`src/rtl/tpwm_map.svh`:
```
// Constants for the timer channel pulse-width modulation mode.
`ifndef TPWM_MAP_SVH
`define TPWM_MAP_SVH
`define TPWM_MODE_PWM      2'b11
`define TPWM_SRC_UNDIV     2'b00
`define TPWM_SRC_DIV8      2'b01
`define TPWM_SRC_PROG      2'b10
`define TPWM_SRC_SUB       2'b11
`define TPWM_TRG_SOFT      2'b00
`define TPWM_TRG_PIN       2'b01
`define TPWM_TRG_TIMER     2'b10
`define TPWM_DIV8_LAST     3'h7
`define TPWM_PERIOD16      17'h0ffff
`define TPWM_PERIOD8       9'h0ff
`define TPWM_RESET_WIDTH   16'h0000
`endif

```
`src/rtl/tpwm_pkg.sv`:
```
// Types for the timer channel pulse-width modulation mode.
package tpwm_pkg;
    typedef enum logic [1:0] {
        TPWM_IDLE,
        TPWM_ARMED,
        TPWM_RUN
    } tpwm_state_e;

    typedef struct packed {
        tpwm_state_e state;
        logic [15:0] reload;
        logic [15:0] width_cnt;
        logic [15:0] phase_cnt;
        logic [7:0]  pre_cnt;
        logic [2:0]  div8_cnt;
        logic        pulse;
        logic        irq;
        logic [1:0]  trg_sync;
        logic        trg_prev;
        logic [1:0]  sub_sync;
        logic        sub_prev;
    } tpwm_state_s;
endpackage

```
`src/rtl/tpwm_channel.sv`:
```
// Timer channel in pulse-width modulation mode, with count source select and start triggers.
`timescale 1ns/1ps
`default_nettype none
`include "tpwm_map.svh"

module tpwm_channel
    import tpwm_pkg::*;
(
    input  wire logic        clk,
    input  wire logic        resetn,
    input  wire logic        op_mode_select_low,
    input  wire logic        op_mode_select_high,
    input  wire logic [1:0]  count_source_sel,
    input  wire logic        prog_div_tick,
    input  wire logic        subclock_derived_source,
    input  wire logic        eight_bit_mode,
    input  wire logic [1:0]  trigger_sel,
    input  wire logic        trigger_rising,
    input  wire logic        channel_run_bit,
    input  wire logic        channel_width_wr,
    input  wire logic [15:0] channel_width_wdata,
    output logic      [15:0] channel_width_rdata,
    input  wire logic        channel_trigger_pin,
    input  wire logic        timer_b2_flow,
    input  wire logic        timer_below_flow,
    input  wire logic        timer_above_flow,
    output logic             channel_pulse_pin,
    output logic             channel_irq,
    output logic             channel_running
);

    tpwm_state_s s_q;
    tpwm_state_s s_d;

    logic        pwm_mode;
    logic        tick;
    logic        start_evt;
    logic        trg_edge;
    logic        step;
    logic [7:0]  pre_len;

    // Remaining high cycles for a width value, in count-source units or prescaled units.
    function automatic logic [15:0] high_len(input logic eight, input logic [15:0] w);
        high_len = eight ? {8'h00, w[15:8]} : w;
    endfunction

    // Remaining period length in count-source units or prescaled units.
    function automatic logic [15:0] period_len(input logic eight);
        period_len = eight ? {8'h00, 8'(`TPWM_PERIOD8)} : 16'(`TPWM_PERIOD16);
    endfunction

    // Mode decode: only the divide-by-eight counter runs unless the mode field selects modulation.
    assign pwm_mode = ({op_mode_select_high, op_mode_select_low} == `TPWM_MODE_PWM);

    // Count source tick; the subclock input crosses domains so it is synchronised first.
    always_comb begin
        case (count_source_sel)
            `TPWM_SRC_UNDIV: tick = 1'b1;
            `TPWM_SRC_DIV8:  tick = (s_q.div8_cnt == `TPWM_DIV8_LAST);
            `TPWM_SRC_PROG:  tick = prog_div_tick;
            `TPWM_SRC_SUB:   tick = s_q.sub_sync[1] & ~s_q.sub_prev;
            default:         tick = 1'b0;
        endcase
    end

    // Trigger pin edge after two-flop synchronisation; edge polarity is configurable.
    assign trg_edge = trigger_rising ? (s_q.trg_sync[1] & ~s_q.trg_prev)
                                     : (~s_q.trg_sync[1] & s_q.trg_prev);

    // Start event for the selected source; any trigger while running is ignored later.
    always_comb begin
        case (trigger_sel)
            `TPWM_TRG_SOFT:  start_evt = 1'b1;
            `TPWM_TRG_PIN:   start_evt = trg_edge;
            `TPWM_TRG_TIMER: start_evt = timer_b2_flow | timer_below_flow
                                         | timer_above_flow;
            default:         start_evt = 1'b0;
        endcase
    end

    // The prescaler in 8-bit mode divides the tick by m+1.
    assign pre_len = eight_bit_mode ? s_q.reload[7:0] : 8'h00;
    assign step    = tick & (s_q.pre_cnt == 8'h00);

    // Next state of the whole channel.
    always_comb begin
        s_d          = s_q;
        s_d.irq      = 1'b0;
        s_d.trg_sync = {s_q.trg_sync[0], channel_trigger_pin};
        s_d.trg_prev = s_q.trg_sync[1];
        s_d.sub_sync = {s_q.sub_sync[0], subclock_derived_source};
        s_d.sub_prev = s_q.sub_sync[1];
        s_d.div8_cnt = 3'(s_q.div8_cnt + 3'h1);
        // Width writes: the counter takes the value too unless counting is under way.
        if (channel_width_wr) begin
            s_d.reload = channel_width_wdata;
            if (s_q.state != TPWM_RUN) begin
                s_d.width_cnt = channel_width_wdata;
            end
        end
        case (s_q.state)
            TPWM_IDLE: begin
                s_d.pulse = 1'b0;
                if (pwm_mode && channel_run_bit) begin
                    s_d.state = TPWM_ARMED;
                end
            end
            TPWM_ARMED: begin
                if (!pwm_mode || !channel_run_bit) begin
                    s_d.state = TPWM_IDLE;
                end else if (start_evt) begin
                    s_d.state = TPWM_RUN;
                    s_d.pre_cnt = pre_len;
                    s_d.phase_cnt = period_len(eight_bit_mode);
                    s_d.width_cnt = high_len(eight_bit_mode,
                                             channel_width_wr ? channel_width_wdata
                                                              : s_q.width_cnt);
                    s_d.pulse = (high_len(eight_bit_mode, channel_width_wr
                                 ? channel_width_wdata : s_q.width_cnt) != 16'h0000);
                end
            end
            TPWM_RUN: begin
                if (!pwm_mode || !channel_run_bit) begin
                    s_d.state = TPWM_IDLE;
                    s_d.pulse = 1'b0;
                end else if (tick) begin
                    s_d.pre_cnt = (s_q.pre_cnt == 8'h00) ? pre_len : 8'(s_q.pre_cnt - 8'h01);
                    if (step) begin
                        s_d.phase_cnt = 16'(s_q.phase_cnt - 16'h0001);
                        if (s_q.width_cnt != 16'h0000) begin
                            s_d.width_cnt = 16'(s_q.width_cnt - 16'h0001);
                        end
                        if (s_q.width_cnt == 16'h0001 && s_q.pulse) begin
                            s_d.pulse = 1'b0;
                            s_d.irq   = 1'b1;
                        end
                        if (s_q.phase_cnt == 16'h0001) begin
                            // Period end: reload, and raise the output again if the reloaded width is not zero.
                            s_d.phase_cnt = period_len(eight_bit_mode);
                            s_d.width_cnt = high_len(eight_bit_mode, s_q.reload);
                            s_d.pulse = (high_len(eight_bit_mode, s_q.reload) != 16'h0000);
                            if (s_q.pulse && s_q.width_cnt == 16'h0001 &&
                                high_len(eight_bit_mode, s_q.reload) != 16'h0000) begin
                                s_d.irq = 1'b1;
                            end
                        end
                    end
                end
            end
            default: s_d.state = TPWM_IDLE;
        endcase
    end

    // State register; async reset gives constants only.
    always_ff @(posedge clk or negedge resetn) begin
        if (!resetn) begin
            s_q <= '{state: TPWM_IDLE, reload: `TPWM_RESET_WIDTH,
                     width_cnt: `TPWM_RESET_WIDTH, default: '0};
        end else begin
            s_q <= s_d;
        end
    end

    // Reads give no defined count; zero is returned so nothing depends on it.
    assign channel_width_rdata = 16'h0000;
    assign channel_pulse_pin   = s_q.pulse;
    assign channel_irq         = s_q.irq;
    assign channel_running     = (s_q.state == TPWM_RUN);

    // All checks below run on the channel clock and are idle while reset is applied.
    // Counting antecedents also ask for the run bit and the mode field, because a stop
    // or a mode change on the same edge overrides any counting step.
    // They watch internal state, so a broken counter is caught before the pin shows it.

    // Output stays low whenever the channel is not counting.
    a_low_stopped: assert property (@(posedge clk) disable iff (!resetn)
        (s_q.state != TPWM_RUN) |=>
        !channel_pulse_pin || $past(s_q.state) == TPWM_ARMED)
        else $error("pulse high while stopped");

    // An interrupt pulse only ever follows an edge on which the output was high.
    a_irq_fall: assert property (@(posedge clk) disable iff (!resetn)
        channel_irq |->
        $past(s_q.pulse))
        else $error("interrupt without preceding high output");

    // Clearing the run bit ends counting on the very next edge.
    a_stop_run: assert property (@(posedge clk) disable iff (!resetn)
        (!channel_run_bit && s_q.state == TPWM_RUN) |=>
        !channel_running)
        else $error("run bit clear did not stop");

    // Between ticks nothing moves the counters; a start trigger here has no effect.
    // Writes while running go to the reload register only, so they are not excused.
    a_no_retrig: assert property (@(posedge clk) disable iff (!resetn)
        (channel_running && channel_run_bit && pwm_mode && !tick) |=>
        $stable(s_q.width_cnt) && $stable(s_q.phase_cnt) && $stable(s_q.pre_cnt))
        else $error("counter moved without tick");

    // Any mode other than modulation keeps the channel out of the counting state.
    a_mode_gate: assert property (@(posedge clk) disable iff (!resetn)
        !pwm_mode |=>
        !channel_running)
        else $error("counting outside modulation mode");

    // A write while running still reaches the reload register.
    a_write_run: assert property (@(posedge clk) disable iff (!resetn)
        (channel_width_wr && channel_running && !tick) |=>
        s_q.reload == $past(channel_width_wdata))
        else $error("reload not updated by write");

    // A write while stopped loads the counter as well.
    a_write_stop: assert property (@(posedge clk) disable iff (!resetn)
        (channel_width_wr && s_q.state == TPWM_IDLE) |=>
        s_q.width_cnt == $past(channel_width_wdata))
        else $error("stopped write did not load counter");

    // With software start selected, an armed channel starts on the next edge.
    a_soft_start: assert property (@(posedge clk) disable iff (!resetn)
        (s_q.state == TPWM_ARMED && channel_run_bit && pwm_mode &&
         trigger_sel == `TPWM_TRG_SOFT) |=> channel_running)
        else $error("software start not taken");

    // The read port is a fixed value; software must not depend on it anyway.
    a_read_zero: assert property (@(posedge clk) disable iff (!resetn)
        channel_width_rdata == 16'h0000)
        else $error("read value not constant");

    // A rise inside the counting state is a reload: the counter takes the reload value.
    // The width is taken in the units of the mode in force on that edge.
    a_rise_reload: assert property (@(posedge clk) disable iff (!resetn)
        ($rose(channel_pulse_pin) && $past(s_q.state) == TPWM_RUN) |->
        s_q.width_cnt == high_len($past(eight_bit_mode), $past(s_q.reload)))
        else $error("counter not reloaded at output rise");

    // Every reload restarts the fixed period, whatever the width.
    a_period_load: assert property (@(posedge clk) disable iff (!resetn)
        ($rose(channel_pulse_pin) && $past(s_q.state) == TPWM_RUN) |->
        s_q.phase_cnt == period_len($past(eight_bit_mode)))
        else $error("period not restarted at output rise");

    // Each counting step restarts the prescaler from the lower byte in 8-bit mode.
    a_pre_reload: assert property (@(posedge clk) disable iff (!resetn)
        (channel_running && channel_run_bit && pwm_mode && step) |=>
        s_q.pre_cnt == $past(pre_len))
        else $error("prescaler not restarted");

    // A fall that keeps the channel running always carries an interrupt request.
    a_fall_irq: assert property (@(posedge clk) disable iff (!resetn)
        ($fell(channel_pulse_pin) && channel_running) |->
        channel_irq)
        else $error("output fall without interrupt");

    // The high-time counter goes down by one on each step until it reaches zero.
    a_width_step: assert property (@(posedge clk) disable iff (!resetn)
        (channel_running && channel_run_bit && pwm_mode && step &&
         s_q.phase_cnt != 16'h0001 && s_q.width_cnt != 16'h0000) |=>
        s_q.width_cnt == 16'($past(s_q.width_cnt) - 16'h0001))
        else $error("width counter did not step down");

    // The period counter counts downward on each step between reloads.
    a_phase_step: assert property (@(posedge clk) disable iff (!resetn)
        (channel_running && channel_run_bit && pwm_mode && step &&
         s_q.phase_cnt != 16'h0001) |=>
        s_q.phase_cnt == 16'($past(s_q.phase_cnt) - 16'h0001))
        else $error("period counter did not step down");

    // A synchronised pin edge starts an armed channel when the pin is the trigger.
    a_trig_start: assert property (@(posedge clk) disable iff (!resetn)
        (s_q.state == TPWM_ARMED && channel_run_bit && pwm_mode &&
         trigger_sel == `TPWM_TRG_PIN && trg_edge) |=> channel_running)
        else $error("pin trigger start not taken");

    // Any neighbour flow pulse starts an armed channel when timers are the trigger.
    a_timer_start: assert property (@(posedge clk) disable iff (!resetn)
        (s_q.state == TPWM_ARMED && channel_run_bit && pwm_mode &&
         trigger_sel == `TPWM_TRG_TIMER &&
         (timer_b2_flow || timer_below_flow || timer_above_flow)) |=> channel_running)
        else $error("timer trigger start not taken");

    // The stopped state always shows a low output.
    a_idle_low: assert property (@(posedge clk) disable iff (!resetn)
        (s_q.state == TPWM_IDLE) |->
        !channel_pulse_pin)
        else $error("pulse high while idle");

    // The unused trigger select code never starts the channel.
    a_sel_never: assert property (@(posedge clk) disable iff (!resetn)
        (s_q.state == TPWM_ARMED && trigger_sel == 2'b11) |=>
        !channel_running)
        else $error("reserved trigger select started the channel");

    // The divide-by-eight source never ticks on two edges in a row.
    a_div8_tick: assert property (@(posedge clk) disable iff (!resetn)
        (count_source_sel == `TPWM_SRC_DIV8 && tick) |=>
        (!tick || count_source_sel != `TPWM_SRC_DIV8))
        else $error("divided source ticked twice in a row");

    // Channel reaches the counting state.
    c_run: cover property (@(posedge clk) disable iff (!resetn)
        $rose(channel_running));

    // An interrupt request is raised.
    c_irq: cover property (@(posedge clk) disable iff (!resetn)
        channel_irq);

    // A pulse starts in 8-bit mode.
    c_eight: cover property (@(posedge clk) disable iff (!resetn)
        eight_bit_mode && $rose(channel_pulse_pin));

    // A start through the trigger pin.
    c_pin_start: cover property (@(posedge clk) disable iff (!resetn)
        $rose(channel_running) && trigger_sel == `TPWM_TRG_PIN);

    // A start through a neighbouring timer.
    c_timer_start: cover property (@(posedge clk) disable iff (!resetn)
        $rose(channel_running) && trigger_sel == `TPWM_TRG_TIMER);

endmodule // tpwm_channel
`default_nettype wire

```
`config.mk`:
```
export PLATFORM = sky130hd
export DESIGN_NAME = tpwm_channel
export DESIGN_NICKNAME = d
export VERILOG_FILES = /design/src/rtl/tpwm_pkg.sv /design/src/rtl/tpwm_channel.sv
export VERILOG_INCLUDE_DIRS = /design/src /design/src/rtl
export SDC_FILE = /design/constraint.sdc
export NUM_CORES = 1
export LEC_CHECK = 0
export BUFFER_PORTS_ARGS = -buffer_cell sky130_fd_sc_hd__buf_2
export CORE_MARGIN = 4
export CORE_UTILIZATION = 60
export CTS_CLUSTER_SIZE = 30
export DETAILED_ROUTE_END_ITERATION = 10
export GPL_ROUTABILITY_DRIVEN = 0
export MAX_ROUTING_LAYER = met4
export PLACE_DENSITY = 0.81
export SYNTH_ARGS = -nofsm -noshare
export SYNTH_HDL_FRONTEND = slang
export SYNTH_SLANG_ARGS = --single-unit
```
`constraint.sdc`:
```
create_clock -name clk -period 6.4 [get_ports clk]
set_input_delay 1.28 -clock clk [delete_from_list [all_inputs] [get_ports clk]]
set_output_delay 1.28 -clock clk [all_outputs]
set_load 0.1 [all_outputs]
```
# Word-level counts from Yosys, hierarchy flattened

Index checks and enable logic that the tools add are counted.

Flip-flop bits (word level): 69
Bits of input ports: 34
Output and inout port bits: 19
Logic and storage cells: 102

Add/sub/neg operators: 4
Equality and inequality tests: 23
Muxes and demuxes: 35
Bitwise logic cells: 9
Reduce and logical (&&, ||, !) cells: 19

Operator list:

| cell                                                | count |
|---|---|
| 2-to-1 mux 40 bit                                   | 4 |
| 2-to-1 mux 16 bit                                   | 7 |
| one-hot mux 40 bit (2 select lines)                 | 1 |
| 2-to-1 mux 32 bit                                   | 2 |
| nonzero test 16 bit                                 | 3 |
| == test 16 x 1 -> 1 bit (second input constant)     | 2 |
| subtractor 16 x 1 -> 16 bit (second input constant) | 2 |
| 2-to-1 mux 2 bit                                    | 8 |
| 2-to-1 mux 8 bit                                    | 2 |
| AND reduction 6 bit                                 | 2 |
| == test 2 bit (second input constant)               | 5 |
| != test 2 bit (second input constant)               | 5 |
| zero test 8 bit                                     | 1 |
| subtractor 8 x 1 -> 8 bit (second input constant)   | 1 |
| 2-to-1 mux 1 bit                                    | 7 |
| == test 2 x 1 -> 1 bit (second input constant)      | 3 |
| zero test 2 bit                                     | 3 |
| != test 2 x 1 -> 1 bit (second input constant)      | 3 |
| != test 3 x 1 -> 1 bit (second input constant)      | 2 |
| one-hot mux 1 bit (3 select lines)                  | 2 |
| one-hot mux 2 bit (3 select lines)                  | 1 |
| AND reduction 5 bit                                 | 1 |
| AND 1 bit                                           | 4 |
| != test 4 x 1 -> 1 bit (second input constant)      | 1 |
| other kinds (12)                                    | 18 |

# Longest topological paths before layout

Gate-level depths: netlist (run 1).

Word-level depth: 9
Mapped depth: 11

# Worst setup path after synthesis (run 1)

No wires, ideal clock.

Kind: input to register
From: input channel_width_wr
To: register s_q, in the netlist channel_pulse_pin
Library setup time: 0.126 ns
Data arrival time: 2.893 ns
Required time: 6.274 ns
Setup slack: 3.381 ns
Cell stages on the path: 6
Cell sequence: buf_2 mux4_2 nor4_1 a21oi_1 o31a_1 mux2_2

Longest elaborated chain between the ends: 6

Ends and longest elaborated chain:

| what                               | line                | text |
|---|---|---|
| start, declared                    | tpwm_channel.sv:20  | `input wire logic channel_width_wr,` |
| 2-to-1 mux 16 bit                  | tpwm_channel.sv:119 | `? channel_width_wdata : s_q.width_cnt) != 16'h0000);` |
| 2-to-1 mux 16 bit                  | tpwm_channel.sv:44  | `high_len = eight ? {8'h00, w[15:8]} : w;` |
| nonzero test 16 bit                | tpwm_channel.sv:118 | `s_d.pulse = (high_len(eight_bit_mode, channel_width_wr` |
| 2-to-1 mux 1 bit                   | tpwm_channel.sv:111 | `end else if (start_evt) begin` |
| 2-to-1 mux 1 bit                   | tpwm_channel.sv:109 | `if (!pwm_mode \|\| !channel_run_bit) begin` |
| one-hot mux 1 bit (3 select lines) | tpwm_channel.sv:101 | `case (s_q.state)` |
| end signal, assigned               | tpwm_channel.sv:157 | `` s_q <= '{state: TPWM_IDLE, reload: `TPWM_RESET_WIDTH, `` |
| end, declared                      | tpwm_channel.sv:32  | `tpwm_state_s s_q;` |

No other way between the ends. The select of a mux whose other input is x is not followed.
A chain may end at the register's enable or synchronous reset.

==> run summary, run 1 <==
Largest family of logic cells by synthesized area - simple AND/OR/NAND/NOR gates
Max-cap viol count - 0
RR Endpoint - s_q[30]
Gate Count Post-Synth - 660
Final worst path period need - 3.51 ns
Synthesized flop and latch total - 69
Postcts setup bufs - 0
Vias/cell - 7.27
Antenna violations before repair - 0
Relative slew slack - 30.1%
Layout cell share with drive strength beyond 1 - 16.0%
Reg area - 1730 um2
WL final - 16900 um
Status - completed
Via count - 5653
FF-to-FF Start - s_q[11]
Routed wire length per instance - 21.7 um
Area grow syn2layout - 5.90%
ANT cells - 0
CTS Buf Count - 9
Commonest register cell after synthesis - dfrtp_1
Synth Area in Adders - 2.71%
Drt first pass iters - 6
Layer with the highest usage - met2
HP Start - s_d[5]
Mux share of post-synthesis cell area - 10.5%
Initial core utilization - 62.5%
XOR/XNOR Fraction of Synth Area - 1.90%
First-pass GRT wire length - 27300 um
Largest net degree at the start of global routing - 70
Async SR Flop Fraction - 100%
Post-synthesis compound-gate area fraction - 23.3%
Placed insts - 762
Die Ht - 104 um
Clock root buffer - clkbuf_8
Core area - 8850 um2
Vias in the first global route - 5265
CTS max path bufs - 2
Setup TNS Final - 0 ns
Worst-Margin Slew - 1.05 ns
Gr usage total - 31.7%
H-tree depth - 3
Arr. time, crit path - 3.74 ns
RSZ-0062 raised after global routing - false
Worst skew pair latency - 0.36 ns
Final Non-Filler Cells - 778
Period Utilization, post-route - 54.8%
Max frequency - 285 MHz
Flop2flop setup slack - 2.99 ns
Die area - 10800 um2
TritonCTS sink count - 69
Max Transition Viols Final - 0
Ports - 53
Hold path depth - 0
# DRC - 0
Met2 Resource Use GR - 48.7%
Synthesis warning total - 0
Cts hold-fix bufs - 0
Cell Pwr Density - 352 nW/um2
Critical Path Start Type - input pin
Area of the multi-input gates - 3480 um2
Maximum fanout along the worst path - 37
Clock Skew - 0.0126 ns
Mean post-synth cell area - 8.38 um2
Sequential area share after synthesis - 31.2%
Cts repair resizes - 0
Crit. End Element - register
CTS tree - done
Pleak - 2.48 nW
Post-synth EDFFs - 0
Netlist cell types - 76
Endpoints failing setup - 0
Hold EP - s_d[3]
Met1 Usage GRT - 39.6%
Min-delay worst type - register to register
Fin nets - 711
WP data required - 6.64 ns
GRT overflow - 0
1st-iter DRT viols - 758
Row count - 34
Worst vdd ir - 0.246 mV
Clock-pin slew on the worst setup and hold paths - 0.08 ns
Post-synthesis simple-gate area fraction - 23.5%
R2R depth - 7
Final hold violation count - 0
Die Wd - 104 um
DP Wirelength - 11900 um
M3 GR Usage - 5.77%
Fill count - 734
Mapped cell area - 5530 um2
Port bufs - 36
ANT nets after route - 0
WS Path Type - input pin to register
power breakdown:
group / total [mW] / internal, mW / switching, mW
Sequential: 0.677 / 0.509 / 0.168
Combinational: 0.958 / 0.339 / 0.619
Clock: 0.425 / 0.233 / 0.193
synth_stat cells (6+ instances only):
cell type  instances  area share, %
nand2_1           70            4.7
dfrtp_1           69             31
o21ai_0           54            4.9
nor2_1            40            2.7
a21oi_1           33            3.0
clkbuf_1          32            2.2
nor3_1            29            2.6
nand3_1           25            2.3
mux2_2            23            4.7
buf_4             17            2.3
inv_1             17            1.2
mux2i_1           14            2.5
nor4_1            14            1.6
a32oi_1           12            1.9
ha_1              12            2.7
nand4_1           12            1.4
a31oi_1           10            1.1
buf_2              9           0.81
and2_1             8           0.90
mux4_2             8            3.3
xnor2_1            8            1.3
and3_1             7           0.79
o211ai_1           7           0.95
or4_1              7           0.95
a21o_1             6           0.81
nand2b_1           6           0.68
o221ai_1           6           0.95
o22ai_1            6           0.68
o31ai_1            6           0.81
sequential cells by signal, summed over array words and instances (netlist names):
signal / cells
s_q: 63
channel_irq: 1
channel_pulse_pin: 1
s_d: 4
worst max-delay path, stage by stage:
cell and delay [ns]:
buf_2 0.63, nor2b_2 0.58, buf_4 0.34, mux2_2 0.36, nand2_1 0.06, o21ai_0 0.08
a221oi_1 0.27, o21ai_0 0.13
metrics by stage:
| step | util, % | setup WS, ns | power (mW) | cell area, um2 | hold slack [ns] |
|---|---|---|---|---|---|
| detailed placement | 63.6 | 2.56 | 1.59 | 5630 | 0.335 |
| CTS | 66.2 | 2.95 | 2.02 | 5860 | 0.353 |
| finish | 66.2 | 2.89 | 2.06 | 5860 | 0.354 |
| global placement | 63.6 | 2.69 | 1.56 | 5630 | 0.335 |
| global route | 66.2 | 2.72 | 2.17 | 5860 | 0.356 |
| floorplan | - | 3.38 | 1.38 | 5590 | 0.331 |
logic make-up (layout without fill, tap and decap cells):
kind of cell | after synthesis | in the layout
compound gates | 192 | 192
fa+ha+maj | 12 | 12
xor+xnor | 12 | 12
other cells | 1 | 16
buf+inv | 79 | 74
mux | 45 | 45
flops | 69 | 69
simple gates | 250 | 250
layer usage:
metal / part of all wire (%) / routed length, um / up-vias
met2: 45 / 7620 / 448
met5: 0 / 0 / -
met1: 37 / 6330 / 2615
met3: 10 / 1770 / 114
met4: 6.9 / 1170 / 0
li1: - / - / 2476
cell usage in the layout, fill, tap and decap left out, drive strengths merged, types with 10 or more instances in the layout:
| cell type | count |
|---|---|
| nor3 | 30 |
| dfrtp | 69 |
| mux2i | 14 |
| nor4 | 16 |
| nor2 | 40 |
| a31oi | 10 |
| a32oi | 12 |
| a21oi | 33 |
| nand3 | 25 |
| ha | 12 |
| buf | 41 |
| o21ai | 57 |
| nand4 | 12 |
| inv | 18 |
| nand2 | 70 |
| conb | 16 |
| mux2 | 23 |
| clkbuf | 10 |
area by class of cell:
| class | count | share of cell area (%) |
|---|---|---|
| multi-input cells | 527 | 59.5 |
| flip-flops and latches | 69 | 29.5 |
| repair buffers | 41 | 3.72 |
| clock buffers | 10 | 2.35 |
| well taps | 108 | 2.31 |
| clock inverters | 6 | 1.60 |
| inverters | 17 | 1.09 |
worst max path at each step:
stage | from | end | slack [ns] | cells after the start
6_report | channel_width_wr | s_q[47] | 2.89 | 8
2_1_floorplan | channel_width_wr | channel_pulse_pin | 3.38 | 6
4_1_cts | count_source_sel[0] | s_q[30] | 2.95 | 6
3_5_place_dp | count_source_sel[0] | s_q[30] | 2.56 | 6
3_3_place_gp | channel_width_wr | s_q[47] | 2.69 | 8
5_1_grt | count_source_sel[0] | s_q[32] | 2.72 | 7
Power figures use the tool's default switching activity.
==> run 2: changes to the inputs <==
--- a/config.mk
+++ b/config.mk
@@ -6,14 +6,15 @@
 export SDC_FILE = /design/constraint.sdc
 export NUM_CORES = 1
 export LEC_CHECK = 0
+export ABC_AREA = 1
 export BUFFER_PORTS_ARGS = -buffer_cell sky130_fd_sc_hd__buf_2
 export CORE_MARGIN = 4
-export CORE_UTILIZATION = 60
+export CORE_UTILIZATION = 55
 export CTS_CLUSTER_SIZE = 30
 export DETAILED_ROUTE_END_ITERATION = 10
 export GPL_ROUTABILITY_DRIVEN = 0
 export MAX_ROUTING_LAYER = met4
-export PLACE_DENSITY = 0.81
+export PLACE_DENSITY = 0.77
 export SYNTH_ARGS = -nofsm -noshare
 export SYNTH_HDL_FRONTEND = slang
 export SYNTH_SLANG_ARGS = --single-unit
==> constraint.sdc (replaced) <==
create_clock -name clk -period 3.2 [get_ports clk]
set_input_delay 0.64 -clock clk [delete_from_list [all_inputs] [get_ports clk]]
set_output_delay 0.64 -clock clk [all_outputs]
set_load 0.1 [all_outputs]
==> run summary, run 2 <==
Flop2flop setup slack - 0.61 ns (was 2.99 ns)
Endpoints failing setup - 0 (unchanged)
Postcts setup bufs - 0 (unchanged)
Relative slew slack - 40.5% (was 30.1%)
Count leader, synth - nand2_1 (unchanged)
FF-to-FF Start - s_q[67] (was s_q[11])
Clock-pin slew on the worst setup and hold paths - 0.08 ns (about the same)
First-pass GRT wire length - 28600 um (was 27300 um)
Final hold violation count - 0 (unchanged)
Post-synth top area share - 28.6% (was 31.2%)
ANT cells - 0 (unchanged)
Arr. time, crit path - 2.89 ns (was 3.74 ns)
Fin nets - 1038 (was 711)
Via count - 6231 (was 5653)
CP Launch Point - s_q[67] (was channel_width_wr)
Most frequent cells in the layout - nand2_1 (341), nor2_1 (121), inv_1 (91) (was nand2_1 (70), dfrtp_1 (69), o21ai_0 (54))
Die Wd - 113 um (was 104 um)
Clock root buffer - clkbuf_8 (unchanged)
WP data required - 3.50 ns (was 6.64 ns)
GRT overflow - 0 (unchanged)
Ports - 53 (unchanged)
Top post-synthesis cells by area - dfrtp_1 (29%), nand2_1 (21%), nor2_1 (7.5%) (was dfrtp_1 (31%), o21ai_0 (4.9%), nand2_1 (4.7%))
Min-delay worst type - register to register (unchanged)
R2R depth - 13 (was 7)
RR Endpoint - s_q[50] (was s_q[30])
Netlist cell types - 38 (was 76)
CP Capture Point - s_q[50] (was s_q[47])
Cts repair resizes - 0 (unchanged)
Post-synth EDFFs - 0 (unchanged)
Cts hold-fix bufs - 0 (unchanged)
Die Ht - 113 um (was 104 um)
Synthesized flop and latch total - 69 (unchanged)
Worst-Margin Slew - 0.893 ns (was 1.05 ns)
CTS Buf Count - 9 (unchanged)
Area leader, netlist - dfrtp_1 (unchanged)
1st-iter DRT viols - 694 (was 758)
Finished Core Util - 60.5% (was 66.2%)
WS Path Type - register to register (was input pin to register)
Status - completed (unchanged)
Cell Pwr Density - 739 nW/um2 (was 352 nW/um2)
Layout cell share with drive strength beyond 1 - 11.2% (was 16.0%)
Antenna violations before repair - 0 (unchanged)
Mapped cell area - 6030 um2 (was 5530 um2)
Vias/cell - 5.50 (was 7.27)
Core area - 10500 um2 (was 8850 um2)
TritonCTS sink count - 69 (unchanged)
Worst skew pair latency - 0.37 ns (was 0.36 ns)
Pleak - 3.50 nW (was 2.48 nW)
Critical Path Start Type - register (was input pin)
Gr usage total - 28.2% (was 31.7%)
Max Transition Viols Final - 0 (unchanged)
DP Area - 6160 um2 (was 5630 um2)
Clock Skew - 0.00790 ns (was 0.0126 ns)
Worst vdd ir - 0.519 mV (was 0.246 mV)
Commonest register cell after synthesis - dfrtp_1 (unchanged)
Top reg by flops - s_q (unchanged)
Final Cell Area - 6350 um2 (was 5860 um2)
ANT nets after route - 0 (unchanged)
DP Wirelength - 12300 um (was 11900 um)
CTS max path bufs - 2 (unchanged)
Die area - 12700 um2 (was 10800 um2)
# DRC - 0 (unchanged)
Top cells by count, synth - nand2_1 (341), nor2_1 (121), inv_1 (91) (was nand2_1 (70), dfrtp_1 (69), o21ai_0 (54))
Row count - 37 (was 34)
Synthesis warning total - 0 (unchanged)
H-tree depth - 3 (unchanged)
Max frequency - 386 MHz
Routed wire length per instance - 15.2 um (was 21.7 um)
Area grow syn2layout - 5.35% (was 5.90%)
Final worst path period need - 2.59 ns
Max-cap viol count - 0 (unchanged)
Port bufs - 36 (unchanged)
Maximum fanout along the worst path - 27 (was 37)
Largest net degree at the start of global routing - 70 (unchanged)
WL final - 17200 um (was 16900 um)
Sequential area share after synthesis - 28.6% (was 31.2%)
Crit. End Element - register (unchanged)
Async SR Flop Fraction - 100% (unchanged)
Drt first pass iters - 6 (unchanged)
Gate Count Post-Synth - 973 (was 660)
Period Utilization, post-route - 80.9%
RSZ-0062 raised after global routing - false (unchanged)
Leading cell type in the layout, fill and taps excluded - nand2_1 (unchanged)
Initial core utilization - 57.4% (was 62.5%)
Setup TNS Final - 0 ns (unchanged)
Max reg flops - 63 (unchanged)
CTS tree - done (unchanged)
Mean post-synth cell area - 6.20 um2 (was 8.38 um2)
Vias in the first global route - 5831 (was 5265)
run 2: cell count changes in the layout (fill, tap and decap cells not counted), sizes merged, moves of 22 or more:
| cell | before | now |
|---|---|---|
| inv | 18 | 98 |
| mux2 | 23 | 1 |
| nand2 | 70 | 351 |
| nand3 | 25 | 79 |
| nor2 | 40 | 138 |
| nor3 | 30 | 8 |
run 2: worst min path at each step:
stage              to               startpoint  depth (start not counted)
2_1_floorplan  s_d[0]                   s_d[2]                          0
3_3_place_gp   s_d[3]                   s_d[5]                          0
3_5_place_dp   s_d[3]                   s_d[5]                          0
4_1_cts        s_d[2]  subclock_derived_source                          1
5_1_grt        s_d[5]      channel_trigger_pin                          1
6_report       s_d[0]                   s_d[2]                          0
run 2: critical path: stages, from the launching register on:
cell and delay [ns]:
dfrtp_1 0.38, inv_1 0.09, ha_1 0.25, inv_2 0.38
nand2_2 0.43, o21ai_0 0.45, inv_1 0.08, nand3_1 0.07
nand2_1 0.05, inv_1 0.05, nand2_1 0.04, nand2_1 0.05
nand2_1 0.04, a21oi_1 0.13
run 2: cell families (layout without fill, tap and decap cells):
group | count (synthesis) | after routing | share of synthesized area [%]
DFF | 69 | 69 | 28.6
adders and majority gates | 12 | 12 | 2.49
other | 1 | 16 | 0.0622
xor gates and xnor gates | 12 | 12 | 1.74
muxes | 1 | 1 | 0.187
AOI/OAI and AO/OA | 134 | 134 | 12.3
buffers and inverters | 148 | 157 | 11.7
and+or+nand+nor | 596 | 596 | 42.9
run 2: power breakdown:
| group | internal (mW) | switching [mW] |
|---|---|---|
| combinational | 0.800 | 1.78 |
| sequential | 1.06 | 0.296 |
| clock | 0.364 | 0.387 |
run 2: per-stage QoR:
step / setup WS (ns) / instances / power (mW) / hold WS [ns]
final: 0.610 / 1133 / 4.69 / 0.364
after global routing: 0.329 / 1133 / 5.07 / 0.355
after CTS: 0.651 / 1133 / 4.64 / 0.361
after detailed placement: 0.670 / 1117 / 3.88 / 0.347
after global placement: 0.840 / 1117 / 3.85 / 0.333
after floorplan: 0.650 / 988 / 3.34 / 0.331
run 2: cell type report:
type | instances | area (um2)
clock buffer | 9 | 124
clock inverter | 7 | 73.8
fill | 1035 | 4150
inverter | 98 | 369
multi-input combinational | 771 | 3660
sequential | 69 | 1730
tap | 136 | 170
timing repair buffer | 43 | 235
run 2: metal layers:
metal	GRT usage [%]	vias to the layer above	wire length, um
li1	-	3076	-
met1	38.1	2790	7460
met2	41.7	318	7520
met3	5.51	47	1690
met4	11.1	0	494
met5	-	-	0
==> run 3: changes to the inputs <==
--- a/config.mk
+++ b/config.mk
@@ -9,12 +9,12 @@
 export ABC_AREA = 1
 export BUFFER_PORTS_ARGS = -buffer_cell sky130_fd_sc_hd__buf_2
 export CORE_MARGIN = 4
-export CORE_UTILIZATION = 55
+export CORE_UTILIZATION = 60
 export CTS_CLUSTER_SIZE = 30
 export DETAILED_ROUTE_END_ITERATION = 10
 export GPL_ROUTABILITY_DRIVEN = 0
 export MAX_ROUTING_LAYER = met4
-export PLACE_DENSITY = 0.77
+export PLACE_DENSITY = 0.8
 export SYNTH_ARGS = -nofsm -noshare
 export SYNTH_HDL_FRONTEND = slang
 export SYNTH_SLANG_ARGS = --single-unit
==> constraint.sdc (replaced) <==
create_clock -name clk -period 2.46 [get_ports clk]
set_input_delay 0.492 -clock clk [delete_from_list [all_inputs] [get_ports clk]]
set_output_delay 0.492 -clock clk [all_outputs]
set_load 0.1 [all_outputs]
==> run summary, run 3 (synthesized netlist as in run 2, its figures left out) <==
Hold_ws - 0.106 ns (was 0.364 ns)
Endpoints failing setup - 0 (unchanged)
Max frequency - 460 MHz (was 386 MHz)
H-tree depth - 3 (unchanged)
DP Wirelength - 12000 um (was 12300 um)
Row count - 36 (was 37)
Critical Path Start Type - register (unchanged)
GRT overflow - 0 (unchanged)
Routed wire length per instance - 14.6 um (was 15.2 um)
Cts repair resizes - 0 (unchanged)
Area grow syn2layout - 6.93% (was 5.35%)
Ports - 53 (unchanged)
ANT nets after route - 0 (unchanged)
Max reg flops - 63 (unchanged)
Worst slack at placement - 0.234 ns (was 0.670 ns)
Gr usage total - 30.8% (was 28.2%)
Initial core utilization - 61.7% (was 57.4%)
CP Launch Point - s_q[68] (was s_q[67])
Layout cell share with drive strength beyond 1 - 12.2% (was 11.2%)
Leading cell type in the layout, fill and taps excluded - nand2_1 (unchanged)
Flop2flop setup slack - 0.29 ns (was 0.61 ns)
Pleak - 3.56 nW (was 3.50 nW)
Max Transition Viols Final - 0 (unchanged)
Vias/cell - 5.52 (was 5.50)
1st-iter DRT viols - 615 (was 694)
Crit. End Element - register (unchanged)
Largest net degree at the start of global routing - 43 (was 70)
Status - completed (unchanged)
Drt first pass iters - 5 (was 6)
Vias in the first global route - 5694 (was 5831)
Period Utilization, post-route - 88.3% (was 80.9%)
Maximum fanout along the worst path - 10 (was 27)
Antenna violations before repair - 0 (unchanged)
Clock root buffer - clkbuf_8 (unchanged)
Worst vdd ir - 0.613 mV (was 0.519 mV)
Total power - 6.19 mW (was 4.69 mW)
Setup TNS Final - 0 ns (unchanged)
Final hold violation count - 0 (unchanged)
CTS tree - done (unchanged)
Clock Skew - 0.0123 ns (was 0.00790 ns)
Clock-pin slew on the worst setup and hold paths - 0.08 ns (about the same)
Relative slew slack - 62.8% (was 40.5%)
WP data required - 2.73 ns (was 3.50 ns)
Arr. time, crit path - 2.44 ns (was 2.89 ns)
Cell Pwr Density - 959 nW/um2 (was 739 nW/um2)
DP Area - 6240 um2 (was 6160 um2)
Max-cap viol count - 0 (unchanged)
Die area - 11700 um2 (was 12700 um2)
Die Wd - 108 um (was 113 um)
# DRC - 0 (unchanged)
Worst-Margin Slew - 0.558 ns (was 0.893 ns)
Fin nets - 1049 (was 1038)
Final worst path period need - 2.17 ns (was 2.59 ns)
RR Endpoint - s_q[29] (was s_q[50])
WS Path Type - register to register (unchanged)
ANT cells - 0 (unchanged)
Most frequent cells in the layout - nand2_1 (341), nor2_1 (121), inv_1 (91) (unchanged)
R2R depth - 10 (was 13)
Top reg by flops - s_q (unchanged)
Core area - 9770 um2 (was 10500 um2)
CTS max path bufs - 2 (unchanged)
WL final - 16600 um (was 17200 um)
Postcts setup bufs - 0 (unchanged)
Worst skew pair latency - 0.37 ns (about the same)
First-pass GRT wire length - 27800 um (was 28600 um)
Min-delay worst type - input pin to asynchronous set/reset pin (was register to register)
Final Cell Area - 6450 um2 (was 6350 um2)
Final WS setup - 0.288 ns (was 0.610 ns)
CTS Buf Count - 9 (unchanged)
FF-to-FF Start - s_q[68] (was s_q[67])
Via count - 6296 (was 6231)
Cts hold-fix bufs - 0 (unchanged)
Die Ht - 108 um (was 113 um)
TritonCTS sink count - 69 (unchanged)
RSZ-0062 raised after global routing - false (unchanged)
Port bufs - 36 (unchanged)
==> run 3: changes by cell type in the layout (fill, tap and decap cells not counted), sizes merged <==
cell      change
clkinvlp      -1
bufinv        +1
inv           -1
buf          +11
==> run 3: metal layers <==
metal  up-vias  wire length (um)  track usage, %
met1      2800              7230            42.1
met5         -                 0               -
met2       336              7380            46.3
met4         0               416            10.6
met3        40              1580            5.55
li1       3120                 -               -
==> run 3: final cells by class <==
| cell class | instances | area [um2] |
|---|---|---|
| multi-input combinational | 771 | 3660 |
| timing repair buffer | 54 | 318 |
| clock buffer | 9 | 124 |
| clock inverter | 6 | 87.6 |
| fill | 961 | 3320 |
| sequential | 69 | 1730 |
| tap | 133 | 166 |
| inverter | 98 | 369 |
==> run 3: worst max-delay path, stage by stage (launching register included) <==
cell and delay [ns]:
dfrtp_1 0.39, inv_1 0.07, ha_1 0.23, inv_1 0.11, nor2_1 0.07, nand3_1 0.26, clkinv_1 0.37, nand2_1 0.35
nand2_1 0.10, nand2_1 0.07, nand2_1 0.04
==> run 3: worst max-delay path by stage <==
stage / cells past startpoint / end / slack, ns
final: 10 / s_q[29] / 0.29
after CTS: 10 / s_q[33] / 0.30
after global placement: 12 / s_q[48] / 0.31
after floorplan: 12 / s_q[42] / 0.25
after detailed placement: 12 / s_q[49] / 0.23
after global routing: 14 / s_q[50] / 0.06
==> run 3: metrics by stage <==
stage,utilization [%],std cells
floorplan,-,988
global placement,63.8,1125
detailed placement,63.8,1125
CTS,66.0,1140
global route,66.0,1140
finish,66.0,1140
==> run 3: report_power, final <==
group | total (mW) | switching [mW] | leakage, nW | internal (mW)
combinational | 3.38 | 2.29 | 2.58 | 1.09
clock | 1.06 | 0.491 | 0.109 | 0.567
sequential | 1.75 | 0.371 | 0.871 | 1.38
total | 6.19 | 3.15 | 3.56 | 3.04
